===== config.mk =====
export PLATFORM = sky130hd
export DESIGN_NAME = ldd_dimming_enable
export DESIGN_NICKNAME = d
export VERILOG_FILES = /design/src/rtl/ldd_pkg.sv /design/src/rtl/ldd_colour_pwm.sv /design/src/rtl/ldd_white_pwm.sv /design/src/rtl/ldd_dimming_enable.sv
export SDC_FILE = /design/constraint.sdc
export NUM_CORES = 1
export LEC_CHECK = 0
export ABC_AREA = 0
export BUFFER_PORTS_ARGS = -buffer_cell sky130_fd_sc_hd__buf_2
export CORE_MARGIN = 3
export CORE_UTILIZATION = 58
export CTS_CLUSTER_SIZE = 10
export DETAILED_ROUTE_END_ITERATION = 7
export GPL_TIMING_DRIVEN = 0
export PLACE_DENSITY = 0.81
export RECOVER_POWER = 50
export REMOVE_ABC_BUFFERS = 1
export SYNTH_ARGS = -nofsm -noshare
export SYNTH_HDL_FRONTEND = slang
export SYNTH_SLANG_ARGS = --single-unit

===== constraint.sdc =====
create_clock -name clk -period 2.9 [get_ports clk]
set_input_delay 0.145 -clock clk [delete_from_list [all_inputs] [get_ports clk]]
set_output_delay 0.145 -clock clk [all_outputs]
set_load 0.02 [all_outputs]

===== src/rtl/ldd_pkg.sv =====
// Shared constants and types for the display dimming and enable logic
`default_nettype none
package ldd_pkg;

    ////////////////////////////////////////////////////////////////////////
    // Widths
    localparam int LDD_AW     = 5;
    localparam int LDD_DW     = 32;
    localparam int LDD_BYTE_W = 8;
    localparam int LDD_CODE_W = 4;
    localparam int LDD_NBYTES = 3;
    localparam int LDD_NWHITE = 4;
    localparam int LDD_NCOLOUR = 3;
    localparam int LDD_NDROP  = 11;
    localparam int LDD_DUTY_W = 11;

    ////////////////////////////////////////////////////////////////////////
    // Oscillator dividers, in oscillator cycles
    localparam int LDD_COLOUR_DIV   = 240;
    localparam int LDD_SLOT_CYCLES  = 16;
    localparam int LDD_WHITE_DIV    = 1024;
    localparam int LDD_COLOUR_CNT_W = 8;
    localparam int LDD_WHITE_CNT_W  = 10;
    localparam logic [LDD_COLOUR_CNT_W-1:0] LDD_COLOUR_LAST =
        LDD_COLOUR_CNT_W'(LDD_COLOUR_DIV - 1);
    localparam logic [LDD_COLOUR_CNT_W-1:0] LDD_SLOT_LEN =
        LDD_COLOUR_CNT_W'(LDD_SLOT_CYCLES);
    localparam logic [LDD_WHITE_CNT_W-1:0] LDD_WHITE_LAST =
        LDD_WHITE_CNT_W'(LDD_WHITE_DIV - 1);

    ////////////////////////////////////////////////////////////////////////
    // Register byte addresses
    localparam logic [LDD_AW-1:0] LDD_ADDR_HOLD_A = 5'h00;
    localparam logic [LDD_AW-1:0] LDD_ADDR_HOLD_B = 5'h04;
    localparam logic [LDD_AW-1:0] LDD_ADDR_HOLD_C = 5'h08;
    localparam logic [LDD_AW-1:0] LDD_ADDR_STOP   = 5'h0c;
    localparam logic [LDD_AW-1:0] LDD_ADDR_ACTIVE = 5'h10;
    localparam logic [LDD_AW-1:0] LDD_ADDR_STATUS = 5'h14;

    ////////////////////////////////////////////////////////////////////////
    // Byte indices and field positions
    localparam int LDD_BYTE_A      = 0;
    localparam int LDD_BYTE_B      = 1;
    localparam int LDD_BYTE_C      = 2;
    localparam int LDD_FLEX1_BIT   = 0;
    localparam int LDD_FLEX2_BIT   = 1;
    localparam int LDD_TARGET_BIT  = 2;
    localparam int LDD_RED_LO      = 4;
    localparam int LDD_GREEN_LO    = 4;
    localparam int LDD_BLUE_LO     = 0;
    localparam int LDD_MAIN_LO     = 4;
    localparam int LDD_SUB_LO      = 0;
    localparam int LDD_STAT_VALID_LO = 0;
    localparam int LDD_STAT_PIN_BIT  = 3;
    localparam int LDD_STAT_STEP_BIT = 4;
    localparam int LDD_STAT_SHDN_BIT = 5;
    localparam logic [LDD_BYTE_W-1:0] LDD_RST_BYTE = 8'h00;
    localparam logic [LDD_NBYTES-1:0] LDD_ALL_VALID = 3'h7;

    ////////////////////////////////////////////////////////////////////////
    // DC subrange codes and white level tables
    typedef logic [1:0] ldd_range_t;
    localparam ldd_range_t LDD_RANGE_OFF = 2'h0;
    localparam ldd_range_t LDD_RANGE_25  = 2'h1;
    localparam ldd_range_t LDD_RANGE_50  = 2'h2;
    localparam ldd_range_t LDD_RANGE_100 = 2'h3;
    localparam logic [LDD_DUTY_W-1:0] LDD_DUTY_TBL [0:15] = '{
        11'h000, 11'h020, 11'h02d, 11'h040, 11'h05b, 11'h080,
        11'h0b5, 11'h100, 11'h16a, 11'h200, 11'h2d4, 11'h400,
        11'h2d4, 11'h400, 11'h2d4, 11'h400};
    localparam ldd_range_t LDD_RANGE_TBL [0:15] = '{
        LDD_RANGE_OFF, LDD_RANGE_25, LDD_RANGE_25, LDD_RANGE_25,
        LDD_RANGE_25, LDD_RANGE_25, LDD_RANGE_25, LDD_RANGE_25,
        LDD_RANGE_25, LDD_RANGE_25, LDD_RANGE_25, LDD_RANGE_25,
        LDD_RANGE_50, LDD_RANGE_50, LDD_RANGE_100, LDD_RANGE_100};

endpackage
`default_nettype wire


===== src/rtl/ldd_colour_pwm.sv =====
// Linear pulse-width generator for the red, green and blue channels
`timescale 1ns/1ps
`default_nettype none
module ldd_colour_pwm (
    input  wire logic                                       clk,
    input  wire logic                                       rst,
    input  wire logic                                       enable,
    input  wire logic [ldd_pkg::LDD_NCOLOUR*ldd_pkg::LDD_CODE_W-1:0] codes,
    output logic      [ldd_pkg::LDD_NCOLOUR-1:0]            chanOn
);
    import ldd_pkg::*;

    typedef struct packed {
        logic [LDD_COLOUR_CNT_W-1:0] cnt;
        logic [LDD_NCOLOUR-1:0]      on;
    } ldd_colour_s;

    ldd_colour_s                st_ff;
    ldd_colour_s                nxt_st;
    logic [LDD_CODE_W-1:0]      slot;
    logic [LDD_NCOLOUR-1:0]     litNext;

    ////////////////////////////////////////////////////////////////////////
    // Slot index: sixteen oscillator cycles per slot
    assign slot = LDD_CODE_W'(st_ff.cnt / LDD_SLOT_LEN);

    // Per channel: lit for as many slots as the code, zero disables
    for (genvar i = 0; i < LDD_NCOLOUR; i++)
    begin : g_chan
        assign litNext[i] = enable
            && (codes[i*LDD_CODE_W +: LDD_CODE_W] != '0)
            && (slot < codes[i*LDD_CODE_W +: LDD_CODE_W]);
    end

    // Period counter wraps every 240 oscillator cycles
    always_comb
    begin
        nxt_st = st_ff;
        if (st_ff.cnt == LDD_COLOUR_LAST)
            nxt_st.cnt = '0;
        else
            nxt_st.cnt = st_ff.cnt + 1'b1;
        nxt_st.on = litNext;
    end

    always_ff @(posedge clk)
    begin
        if (rst)
            st_ff <= '0;
        else
            st_ff <= nxt_st;
    end

    assign chanOn = st_ff.on;
endmodule
`default_nettype wire


===== src/rtl/ldd_white_pwm.sv =====
// Subranged pulse-width generator for the white display channels
`timescale 1ns/1ps
`default_nettype none
module ldd_white_pwm (
    input  wire logic                                       clk,
    input  wire logic                                       rst,
    input  wire logic [ldd_pkg::LDD_NWHITE-1:0]             enable,
    input  wire logic [ldd_pkg::LDD_NWHITE*ldd_pkg::LDD_CODE_W-1:0] levels,
    output logic      [ldd_pkg::LDD_NWHITE-1:0]             chanOn,
    output logic      [2*ldd_pkg::LDD_NWHITE-1:0]           chanRange
);
    import ldd_pkg::*;

    typedef struct packed {
        logic [LDD_WHITE_CNT_W-1:0]  cnt;
        logic [LDD_NWHITE-1:0]       on;
        logic [2*LDD_NWHITE-1:0]     range;
    } ldd_white_s;

    ldd_white_s                 st_ff;
    ldd_white_s                 nxt_st;
    logic [LDD_NWHITE-1:0]      litNext;
    logic [2*LDD_NWHITE-1:0]    rangeNext;

    ////////////////////////////////////////////////////////////////////////
    // Per channel: duty and DC subrange looked up from the 4-bit level
    for (genvar i = 0; i < LDD_NWHITE; i++)
    begin : g_chan
        logic [LDD_CODE_W-1:0] lvl;
        assign lvl = levels[i*LDD_CODE_W +: LDD_CODE_W];
        assign litNext[i] = enable[i]
            && ({1'b0, st_ff.cnt} < LDD_DUTY_TBL[lvl]);
        assign rangeNext[2*i +: 2] = enable[i] ? LDD_RANGE_TBL[lvl]
                                               : LDD_RANGE_OFF;
    end

    // Period counter wraps every 1024 oscillator cycles
    always_comb
    begin
        nxt_st = st_ff;
        nxt_st.cnt = st_ff.cnt + 1'b1;
        nxt_st.on = litNext;
        nxt_st.range = rangeNext;
    end

    always_ff @(posedge clk)
    begin
        if (rst)
            st_ff <= '0;
        else
            st_ff <= nxt_st;
    end

    assign chanOn = st_ff.on;
    assign chanRange = st_ff.range;
endmodule
`default_nettype wire


===== src/rtl/ldd_dimming_enable.sv =====
// Top of the display dimming, enable and step-up request logic
//
// Behaviour
// - Each flexible white channel is assigned to MAIN or SUB independently.
// - An assigned flexible channel uses that display's subrange and duty.
// - Dropout on any active channel switches supply to step-up mode.
// - A colour channel with code zero is disabled and ignores dropout.
// - Colour duty equals code over fifteen, linear in equal steps.
// - Red, green and blue each hold a 4-bit unsigned code.
// - Colour period is the oscillator divided by 240.
// - Target bit 0 makes the enable pin gate RGB, 1 gates SUB.
// - SUB targeted: pin high lights SUB at its level, low turns off.
// - RGB targeted: pin high lights colours, low turns all three off.
// - Nothing lit after pin gating means the whole device shuts down.
// - The enable pin never affects the display it does not target.
// - Data bytes wait in holding latch, copied on valid STOP.
// - White period is the oscillator divided by 1024.
//
// The Avalon-MM register port and the placing of the registers were left to the implementer.
`timescale 1ns/1ps
`default_nettype none
module ldd_dimming_enable (
    input  wire logic                               clk,
    input  wire logic                               rst,
    input  wire logic [ldd_pkg::LDD_AW-1:0]         avs_address,
    input  wire logic                               avs_read,
    input  wire logic                               avs_write,
    input  wire logic [ldd_pkg::LDD_DW-1:0]         avs_writedata,
    input  wire logic [3:0]                         avs_byteenable,
    output logic      [ldd_pkg::LDD_DW-1:0]         avs_readdata,
    output logic                                    avs_waitrequest,
    input  wire logic                               extDisplayEnablePin,
    input  wire logic [ldd_pkg::LDD_NWHITE*2-1:0]   whiteDropout,
    input  wire logic [ldd_pkg::LDD_NCOLOUR-1:0]    colourDropout,
    output logic                                    redOn,
    output logic                                    greenOn,
    output logic                                    blueOn,
    output logic                                    mainOn,
    output logic                                    subOn,
    output logic                                    flexWhiteOneOn,
    output logic                                    flexWhiteTwoOn,
    output ldd_pkg::ldd_range_t                     mainRange,
    output ldd_pkg::ldd_range_t                     subRange,
    output ldd_pkg::ldd_range_t                     flexOneRange,
    output ldd_pkg::ldd_range_t                     flexTwoRange,
    output logic                                    stepUpMode,
    output logic                                    shutdown
);
    import ldd_pkg::*;

    ////////////////////////////////////////////////////////////////////////
    // State

    typedef struct packed {
        logic [LDD_NBYTES-1:0][LDD_BYTE_W-1:0] hold;
        logic [LDD_NBYTES-1:0][LDD_BYTE_W-1:0] act;
        logic [LDD_NBYTES-1:0]                 holdValid;
        logic                                  ackd;
        logic [LDD_DW-1:0]                     rdData;
        logic                                  enMeta;
        logic                                  enSync;
        logic [LDD_NDROP-1:0]                  dropMeta;
        logic [LDD_NDROP-1:0]                  dropSync;
        logic                                  stepUp;
        logic                                  shdn;
    } ldd_main_s;

    ldd_main_s                      st_ff;
    ldd_main_s                      nxt_st;
    logic                           busReq;
    logic                           firstCycle;
    logic                           accept;
    logic                           commit;
    logic                           targetSub;
    logic                           rgbGate;
    logic                           subGate;
    logic [LDD_CODE_W-1:0]          redCode;
    logic [LDD_CODE_W-1:0]          greenCode;
    logic [LDD_CODE_W-1:0]          blueCode;
    logic [LDD_CODE_W-1:0]          mainLvl;
    logic [LDD_CODE_W-1:0]          subLvl;
    logic [LDD_CODE_W-1:0]          flexOneLvl;
    logic [LDD_CODE_W-1:0]          flexTwoLvl;
    logic                           flexOneEn;
    logic                           flexTwoEn;
    logic [LDD_NWHITE-1:0]          whiteEn;
    logic [LDD_NDROP-1:0]           activeMask;
    logic                           nothingLit;
    logic [LDD_NCOLOUR-1:0]         colourOn;
    logic [LDD_NWHITE-1:0]          whiteOn;
    logic [2*LDD_NWHITE-1:0]        whiteRange;

    ////////////////////////////////////////////////////////////////////////
    // Avalon handshake: one wait cycle, then the request is taken

    assign busReq     = avs_read | avs_write;
    assign firstCycle = busReq & !st_ff.ackd;
    assign accept     = avs_write & st_ff.ackd;
    assign commit     = accept && (avs_address == LDD_ADDR_STOP)
                        && (st_ff.holdValid == LDD_ALL_VALID);
    assign avs_waitrequest = firstCycle;
    assign avs_readdata    = st_ff.rdData;

    ////////////////////////////////////////////////////////////////////////
    // Field decode of the active command latch

    assign targetSub  = st_ff.act[LDD_BYTE_A][LDD_TARGET_BIT];
    assign redCode    = st_ff.act[LDD_BYTE_A][LDD_RED_LO +: LDD_CODE_W];
    assign greenCode  = st_ff.act[LDD_BYTE_B][LDD_GREEN_LO +: LDD_CODE_W];
    assign blueCode   = st_ff.act[LDD_BYTE_B][LDD_BLUE_LO +: LDD_CODE_W];
    assign mainLvl    = st_ff.act[LDD_BYTE_C][LDD_MAIN_LO +: LDD_CODE_W];
    assign subLvl     = st_ff.act[LDD_BYTE_C][LDD_SUB_LO +: LDD_CODE_W];

    // Enable pin gates only the targeted display
    assign rgbGate = targetSub ? 1'b1 : st_ff.enSync;
    assign subGate = targetSub ? st_ff.enSync : 1'b1;

    // Flexible channels pick the level and gate of their display
    assign flexOneLvl = st_ff.act[LDD_BYTE_A][LDD_FLEX1_BIT] ? subLvl
                        : mainLvl;
    assign flexTwoLvl = st_ff.act[LDD_BYTE_A][LDD_FLEX2_BIT] ? subLvl
                        : mainLvl;
    assign flexOneEn  = st_ff.act[LDD_BYTE_A][LDD_FLEX1_BIT] ? subGate
                                                            : 1'b1;
    assign flexTwoEn  = st_ff.act[LDD_BYTE_A][LDD_FLEX2_BIT] ? subGate
                                                            : 1'b1;
    assign whiteEn = {flexTwoEn, flexOneEn, subGate, 1'b1};

    // Channels that are lit and may request step-up
    assign activeMask = {
        {(blueCode != '0) & rgbGate},
        {(greenCode != '0) & rgbGate},
        {(redCode != '0) & rgbGate},
        {(flexTwoLvl != '0) & flexTwoEn},
        {(flexOneLvl != '0) & flexOneEn},
        {2{(subLvl != '0) & subGate}},
        {4{mainLvl != '0}}};
    assign nothingLit = (activeMask == '0);

    ////////////////////////////////////////////////////////////////////////
    // Next-state logic

    always_comb
    begin
        nxt_st = st_ff;
        // Pin and dropout synchronisers
        nxt_st.enMeta   = extDisplayEnablePin;
        nxt_st.enSync   = st_ff.enMeta;
        nxt_st.dropMeta = {colourDropout, whiteDropout};
        nxt_st.dropSync = st_ff.dropMeta;
        // Bus answer in the wait cycle
        nxt_st.ackd = firstCycle;
        if (firstCycle && avs_read)
        begin
            nxt_st.rdData = '0;
            unique case (avs_address)
                LDD_ADDR_HOLD_A: nxt_st.rdData[LDD_BYTE_W-1:0] =
                    st_ff.hold[LDD_BYTE_A];
                LDD_ADDR_HOLD_B: nxt_st.rdData[LDD_BYTE_W-1:0] =
                    st_ff.hold[LDD_BYTE_B];
                LDD_ADDR_HOLD_C: nxt_st.rdData[LDD_BYTE_W-1:0] =
                    st_ff.hold[LDD_BYTE_C];
                LDD_ADDR_ACTIVE: nxt_st.rdData[LDD_NBYTES*LDD_BYTE_W-1:0] =
                    st_ff.act;
                LDD_ADDR_STATUS:
                begin
                    nxt_st.rdData[LDD_STAT_VALID_LO +: LDD_NBYTES] =
                        st_ff.holdValid;
                    nxt_st.rdData[LDD_STAT_PIN_BIT]  = st_ff.enSync;
                    nxt_st.rdData[LDD_STAT_STEP_BIT] = st_ff.stepUp;
                    nxt_st.rdData[LDD_STAT_SHDN_BIT] = st_ff.shdn;
                end
                default: nxt_st.rdData = '0;
            endcase
        end
        // Data bytes land in the holding latch only
        if (accept && avs_byteenable[0])
        begin
            unique case (avs_address)
                LDD_ADDR_HOLD_A:
                begin
                    nxt_st.hold[LDD_BYTE_A] = avs_writedata[LDD_BYTE_W-1:0];
                    nxt_st.holdValid[LDD_BYTE_A] = 1'b1;
                end
                LDD_ADDR_HOLD_B:
                begin
                    nxt_st.hold[LDD_BYTE_B] = avs_writedata[LDD_BYTE_W-1:0];
                    nxt_st.holdValid[LDD_BYTE_B] = 1'b1;
                end
                LDD_ADDR_HOLD_C:
                begin
                    nxt_st.hold[LDD_BYTE_C] = avs_writedata[LDD_BYTE_W-1:0];
                    nxt_st.holdValid[LDD_BYTE_C] = 1'b1;
                end
                default: nxt_st.holdValid = st_ff.holdValid;
            endcase
        end
        // STOP copies a complete set into the command latch
        if (commit)
        begin
            nxt_st.act = st_ff.hold;
            nxt_st.holdValid = '0;
        end
        // Direct-connect after shutdown, step-up once any active drops out
        if (nothingLit)
            nxt_st.stepUp = 1'b0;
        else if ((st_ff.dropSync & activeMask) != '0)
            nxt_st.stepUp = 1'b1;
        nxt_st.shdn = nothingLit;
    end

    always_ff @(posedge clk)
    begin
        if (rst)
        begin
            st_ff <= '0;
            st_ff.act <= {LDD_NBYTES{LDD_RST_BYTE}};
            st_ff.hold <= {LDD_NBYTES{LDD_RST_BYTE}};
        end
        else
            st_ff <= nxt_st;
    end

    assign stepUpMode = st_ff.stepUp;
    assign shutdown   = st_ff.shdn;

    ////////////////////////////////////////////////////////////////////////
    // Pulse-width generators

    ldd_colour_pwm u_colour (
        .clk    (clk),
        .rst    (rst),
        .enable (rgbGate),
        .codes  ({blueCode, greenCode, redCode}),
        .chanOn (colourOn)
    );

    ldd_white_pwm u_white (
        .clk       (clk),
        .rst       (rst),
        .enable    (whiteEn),
        .levels    ({flexTwoLvl, flexOneLvl, subLvl, mainLvl}),
        .chanOn    (whiteOn),
        .chanRange (whiteRange)
    );

    assign redOn          = colourOn[0];
    assign greenOn        = colourOn[1];
    assign blueOn         = colourOn[2];
    assign mainOn         = whiteOn[0];
    assign subOn          = whiteOn[1];
    assign flexWhiteOneOn = whiteOn[2];
    assign flexWhiteTwoOn = whiteOn[3];
    assign mainRange      = whiteRange[1:0];
    assign subRange       = whiteRange[3:2];
    assign flexOneRange   = whiteRange[5:4];
    assign flexTwoRange   = whiteRange[7:6];
endmodule
`default_nettype wire


Word-level counts from Yosys, hierarchy flattened
Memory sizes are Yosys's and may differ from the RTL's. A register that Yosys moved wholly into a read port is not among the register bits.
Index checks and enable logic that the tools add are counted.
- logic and storage cells: 116
- output and inout port bits: 50
- memories: 8
- flip-flop bits (word level): 127
- ROM bits: 832
- $add $sub $neg: 2
- equal/unequal tests: 7
- reduce and logical (&&, ||, !) cells: 33
- order comparisons: 11
- muxes and demuxes: 17
- bitwise operators: 17
- memories (name ; words ; bits a word ; rd ports ; clocked after Yosys merged registers in ; write ports ; line ; text):
    (no name shown) ; 16 ; 11 ; 1 ; 0 ; 0 ; ldd_white_pwm.sv:32 ; && ({1'b0, st_ff.cnt} < LDD_DUTY_TBL[lvl]);
    (no name shown) ; 16 ; 11 ; 1 ; 0 ; 0 ; ldd_white_pwm.sv:32 ;
    (no name shown) ; 16 ; 11 ; 1 ; 0 ; 0 ; ldd_white_pwm.sv:32 ;
    (no name shown) ; 16 ; 11 ; 1 ; 0 ; 0 ; ldd_white_pwm.sv:32 ;
    (no name shown) ; 16 ; 2 ; 1 ; 1 ; 0 ; ldd_white_pwm.sv:33 ; assign rangeNext[2*i +: 2] = enable[i] ? LDD_RANGE_TBL[lvl]
    (no name shown) ; 16 ; 2 ; 1 ; 1 ; 0 ; ldd_white_pwm.sv:33 ;
    2 more memories ; n/a ; n/a ; n/a ; n/a ; n/a ; n/a ;
- operators by type and width (kind ; number):
    11-bit 2-to-1 mux ; 8
    10-bit by 11-bit < comparator with 1-bit output ; 4
    6-bit one-hot mux with 5 select lines ; 1
    4-bit nonzero test ; 7
    5-bit greater-or-equal comparator (second input constant) ; 4
    4-bit inverter with 5-bit output ; 4
    16-bit 2-to-1 mux ; 1
    1-bit logical AND ; 13
    4-bit < comparator ; 3
    2-bit OR reduction ; 6
    11-bit AND ; 1
    11-bit logical NOT ; 1
    11-bit nonzero test ; 1
    10-bit by 1-bit adder with 10-bit output (second input constant) ; 1
    5-bit by 4-bit == test with 1-bit output (second input constant) ; 2
    5-bit == test (second input constant) ; 2
    8-bit by 1-bit adder with 8-bit output (second input constant) ; 1
    1-bit AND ; 8
    8-bit == test (second input constant) ; 1
    4-bit 2-to-1 mux ; 2
    2-bit one-hot mux with 4 select lines ; 1
    2-bit AND reduction ; 3
    5-bit by 3-bit == test with 1-bit output (second input constant) ; 1
    5-bit logical NOT ; 1
    other kinds (5) ; 10

Longest topological paths before layout
- depth in word-level cells: 7
- mapped depth: 14
- depth with buffers taken out: 13

Hierarchy
Synthesis repeated with hierarchy kept, for this count alone.
- cell total of the unflattened synthesis: 863
- area total of the unflattened synthesis: 7298.2 µm²
- modules (own cells, without submodules) (module ; area an instance (µm²) ; cells each ; times used):
    ldd_dimming_enable ; 4239.1 ; 471 ; 1
    ldd_white_pwm ; 2376.0 ; 311 ; 1
    ldd_colour_pwm ; 683.2 ; 81 ; 1

Worst setup path after synthesis
Ideal clock, no wire load.
- path type: reg2reg
- start: register st_ff[63] in the netlist's numbering
- end: register u_white.st_ff, in the netlist u_white.chanOn[3]
- cell stages (with the launch flop): 15
- clock period less this slack: 2613 ps
- buffers on the path: 1
- arrival: 2554 ps
- setup slack: 287 ps
- library setup time: 59 ps
- cell sequence: dfxtp_1 -> buf_2 -> mux2i_1 -> inv_1 -> ha_1 -> nor2_1 -> or3_1 -> a21oi_1 -> a21oi_1 -> ha_1 -> a21o_1 -> a21o_1 -> a2111oi_0 -> o211ai_1 -> nand2_1
- longest elaborated chain between the ends: 7
- ends and longest elaborated chain (item ; line ; text):
    from (decl) ; ldd_dimming_enable.sv:68 ; ldd_main_s st_ff;
    from (signal assigned) ; ldd_dimming_enable.sv:221 ; st_ff <= nxt_st;
    4-bit 2-to-1 mux ; ldd_dimming_enable.sv:121 ; assign flexTwoLvl = st_ff.act[LDD_BYTE_A][LDD_FLEX2_BIT] ? subLvl
    4-bit inverter with 5-bit output (implied by the code) ; ldd_white_pwm.sv:32 ;
    memory read 16 x 11 bit ; n/a ;
    11-bit 2-to-1 mux (implied by the code) (2 in a row) ; ldd_white_pwm.sv:32 ;
    10-bit by 11-bit < comparator with 1-bit output ; ldd_white_pwm.sv:32 ;
    1-bit logical AND * ; ldd_white_pwm.sv:32 ;
    to (signal assigned) ; ldd_white_pwm.sv:51 ; st_ff <= nxt_st;
    to (decl) ; ldd_white_pwm.sv:20 ; ldd_white_s st_ff;
Mark *: on every way between the ends. The rest lies on a longest branch, timed or not. The select of a mux whose other input is x is not followed.
A chain may end at the register's enable or synchronous reset.

Worst setup path after layout
- start: register st_ff[62] in the netlist's numbering
- end: register u_white.st_ff, in the netlist u_white.chanOn[2]
- longest elaborated chain between the ends: 7
- ends and longest elaborated chain (item ; line ; text):
    4-bit 2-to-1 mux ; ldd_dimming_enable.sv:119 ; assign flexOneLvl = st_ff.act[LDD_BYTE_A][LDD_FLEX1_BIT] ? subLvl
    4-bit inverter with 5-bit output (implied by the code) ; ldd_white_pwm.sv:32 ;
    memory read 16 x 11 bit ; n/a ;
    11-bit 2-to-1 mux (implied by the code) (2 in a row) ; ldd_white_pwm.sv:32 ;
    10-bit by 11-bit < comparator with 1-bit output ; ldd_white_pwm.sv:32 ;
    1-bit logical AND * ; ldd_white_pwm.sv:32 ;
Marked as above.

==> results.sh <==
export IMPL_vias_per_cell=5.72
export IMPL_routedWlPerCell_um=16.3
export IMPL_cp_num_buf_inv=1
export IMPL_async_flop_share=0
export IMPL_critPathMostFrequentCell="a21oi_1"
export IMPL_fp_dieH_um=118
export IMPL_start_util=0.600
export IMPL_cts_buffers=17
export IMPL_syn_area_per_cell_um2=8.40
export IMPL_drtIter0Drc=628
export IMPL_antenna_left=0
export IMPL_worst_ir_drop_vdd_mv=0.711
export IMPL_timing_fmax_ghz=0.371
export IMPL_crit_path_start_kind="register"
export IMPL_cp_arrival_ns=3.05
export IMPL_cp_cell_sequence="mux2i_2, inv_1, ha_4, nor2_1, or3_1, a21oi_2, a21oi_1, ha_1, a211oi_1, nand2_1, a21oi_1, o221ai_1, a21oi_1"
export IMPL_slowest_delay_ns=0.41
export IMPL_final_cells=1079
export IMPL_crit_fanout=14
export IMPL_worstSetupPathType="reg2reg"
export IMPL_clock_sinks=135
export IMPL_dp_hpwl_um=11500
export IMPL_synth_top_area_share=0.372
export IMPL_critPathRequiredTime_ns=3.25
export IMPL_worst_setup_path_end_kind="register"
export IMPL_synth_largest_area_cell="dfxtp_1"
export IMPL_synth_cell_types=55
export IMPL_cts_tree="done"
export IMPL_hold_ws_ns=0.0141
export IMPL_worst_slack_ns=0.204
export IMPL_yosys_most_used_dff="dfxtp_1"
export IMPL_worstMarginPinSlew_ns=1.26
export IMPL_fp_coreArea_mm2=0.0121
export IMPL_antenna_found_initial=0
export IMPL_outcome="finished, final reports clean"
export IMPL_syn_area_mm2=0.00726
export IMPL_clock_skew_ns=0.00933
export IMPL_slew_violations=0
export IMPL_relSlewSlack=0.156
export IMPL_grt_pass1_wl_um=28400
export IMPL_gp_congestion=0.941
export IMPL_dp_worst_setup_slack_ns=-0.411
export IMPL_hold_class="in2reg"
export IMPL_fin_crit_sh=0.930
export IMPL_post_place_cells=1030
export IMPL_clk_root_buffer_cell="clkbuf_16"
export IMPL_grt_pass1_vias=5794
export IMPL_synth_cells=865
export IMPL_grt_total_usage=0.252
export IMPL_fin_crit_ns=2.70
export IMPL_yosysWarnings=0
export IMPL_fin_nets=1015
export IMPL_powerDensity_mw_per_mm2=537
export IMPL_hold_violations=0
export IMPL_crit_family="compound AO/OA/AOI/OAI gates"
export IMPL_leakage_nw=3.28
export IMPL_drive_above_1_share=0.116
export IMPL_clkTransAtPathRegs_ns=0.06
export IMPL_max_cap_violations=0
export IMPL_portBuffers=71
export IMPL_die_w_um=118
export IMPL_grt_overflow=0
export IMPL_rsz0062_at_grt="true"
export IMPL_antennaDiodeCount=0
export IMPL_insertion_delay_ns=0.42
export IMPL_setup_violations=0
export IMPL_route_detailed_drc=0
export IMPL_synth_edf_count=0
export IMPL_final_core_util=0.680
export IMPL_drtPass1Iterations=5
export IMPL_yosys_top_cells_area="dfxtp_1 (37%), ha_1 (10%), a21oi_1 (6.5%), nand2_1 (5.3%), mux2i_1 (5.0%)"
export IMPL_grt_max_degree=78
export IMPL_total_power_mw=4.43
export IMPL_io_pins=107
export IMPL_num_rows=40
export IMPL_yosysSeqAreaShare=0.372
export IMPL_die_area_mm2=0.0139
export IMPL_yosys_register_bits=135
export IMPL_vias=6173
export IMPL_slowest_stage="dfxtp_4"
export IMPL_clockBufferDepth=2
export IMPL_routed_wl_um=17600
export IMPL_h_tree_depth=4
export IMPL_syn2layout_area_growth_pct=13.5
where the power goes:
| group | internal (mW) | leakage [nW] | switching, mW |
|---|---|---|---|
| combinational | 0.0977 | 1.88 | 0.151 |
| sequential | 1.89 | 1.10 | 0.0260 |
| clock | 1.46 | 0.300 | 0.805 |
| total | 3.45 | 3.28 | 0.983 |
per-stage QoR:
step	setup TNS, ns	instance area, um^2
6_report	0	8240
5_1_grt	-0.0496	8240
4_1_cts	0	8220
3_5_place_dp	-0.644	7410
3_3_place_gp	-17.77	7330
2_1_floorplan	0	6760
cell usage after synthesis, types with 2 or more instances:
cell,n
nand2_1,102
ha_1,59
nor4_1,5
a221oi_1,4
buf_6,4
a22o_1,3
and2_1,4
buf_1,2
buf_2,10
mux2i_1,36
xnor2_1,3
o21a_1,7
and4_1,2
inv_1,27
o211ai_1,5
nand4_1,9
nor2_1,75
clkbuf_1,27
o21ai_0,28
a22oi_1,9
a311oi_1,2
nor3_1,15
nand3_1,31
a211oi_1,3
o21ai_1,2
a31oi_1,7
a2111oi_0,2
nand2b_1,8
dfxtp_1,135
nor2b_1,41
or3_1,7
nor3_4,2
buf_4,43
xor2_1,10
mux2i_2,2
mux2_2,6
or2_2,2
a21oi_1,94
a21o_1,9
and3_1,8
worst paths after layout:
path / start / to / slack, ns / cells past startpoint
max: st_ff[62] / u_white.chanOn[2] / 0.20 / 13
min: avs_writedata[2] / st_ff[96] / 0.01 / 3
max reg2reg: st_ff[62] / u_white.chanOn[2] / 0.20 / 13
min reg2reg: nxt_st[6] / st_ff[6] / 0.43 / 1
sequential cells by signal, summed over array words and instances, names as in the netlist, 3 cells and up:
name / cells
st_ff: 48
u_colour.st_ff: 8
mainLvl: 4
u_white.st_ff: 10
avs_readdata: 24
greenCode: 4
u_colour.chanOn: 3
nxt_st: 12
u_white.chanRange: 8
blueCode: 4
redCode: 4
u_white.chanOn: 4
per-layer routing:
metal,wire length (um),up-vias,global-route usage
li1,-,3029,-
met1,7890,2857,0.337
met2,8020,252,0.399
met3,1240,35,0.0490
met4,430,0,0.103
met5,0,-,0
cell usage in the layout (no fill, tap or decap), drive strengths merged, types with 9 or more instances in the layout:
cell type,n
nor2b,41
dfxtp,135
nor2,75
o21ai,30
ha,59
nand4,9
nand3,32
a21oi,94
inv,28
xor2,10
dlygate4sd3,15
clkbuf,62
a22oi,9
buf,37
mux2i,38
nand2,102
a21o,9
nor3,17
logic make-up (layout without fill, tap and decap cells):
logic type                 after synthesis  after routing  share of synthesized area
buffers and inverters                  113            152                     0.0865
xor gates and xnor gates                13             13                     0.0157
AOI/OAI and AO/OA                      184            184                      0.150
other                                    1              8                   0.000516
DFF                                    135            135                      0.372
muxes                                   45             45                     0.0658
and+or+nand+nor                        315            315                      0.207
adders and majority gates               59             59                      0.102
worst min-delay path, cell delays in order:
cell and delay, ns:
buf_2 0.11, mux2i_1 0.07, nor2_1 0.07
final cells by class:
type                            instances  area (um^2)
Clock buffer                           20          447
Sequential cell                       135         2730
Fill cell                             990         3870
Inverter                               27          101
Timing Repair Buffer                   94          546
Tap cell                              168          210
Clock inverter                         11          173
Multi-Input combinational cell        624         4040
repair_timing:
item	CTS	global route
pin swaps	0	1
setup buffers	1	2
setup endpoints to repair	2	3
endpoints found under the hold margin	16	0
hold buffers	15	0
resized for setup	12	20
No activity file was read; power rests on OpenSTA's default activity.
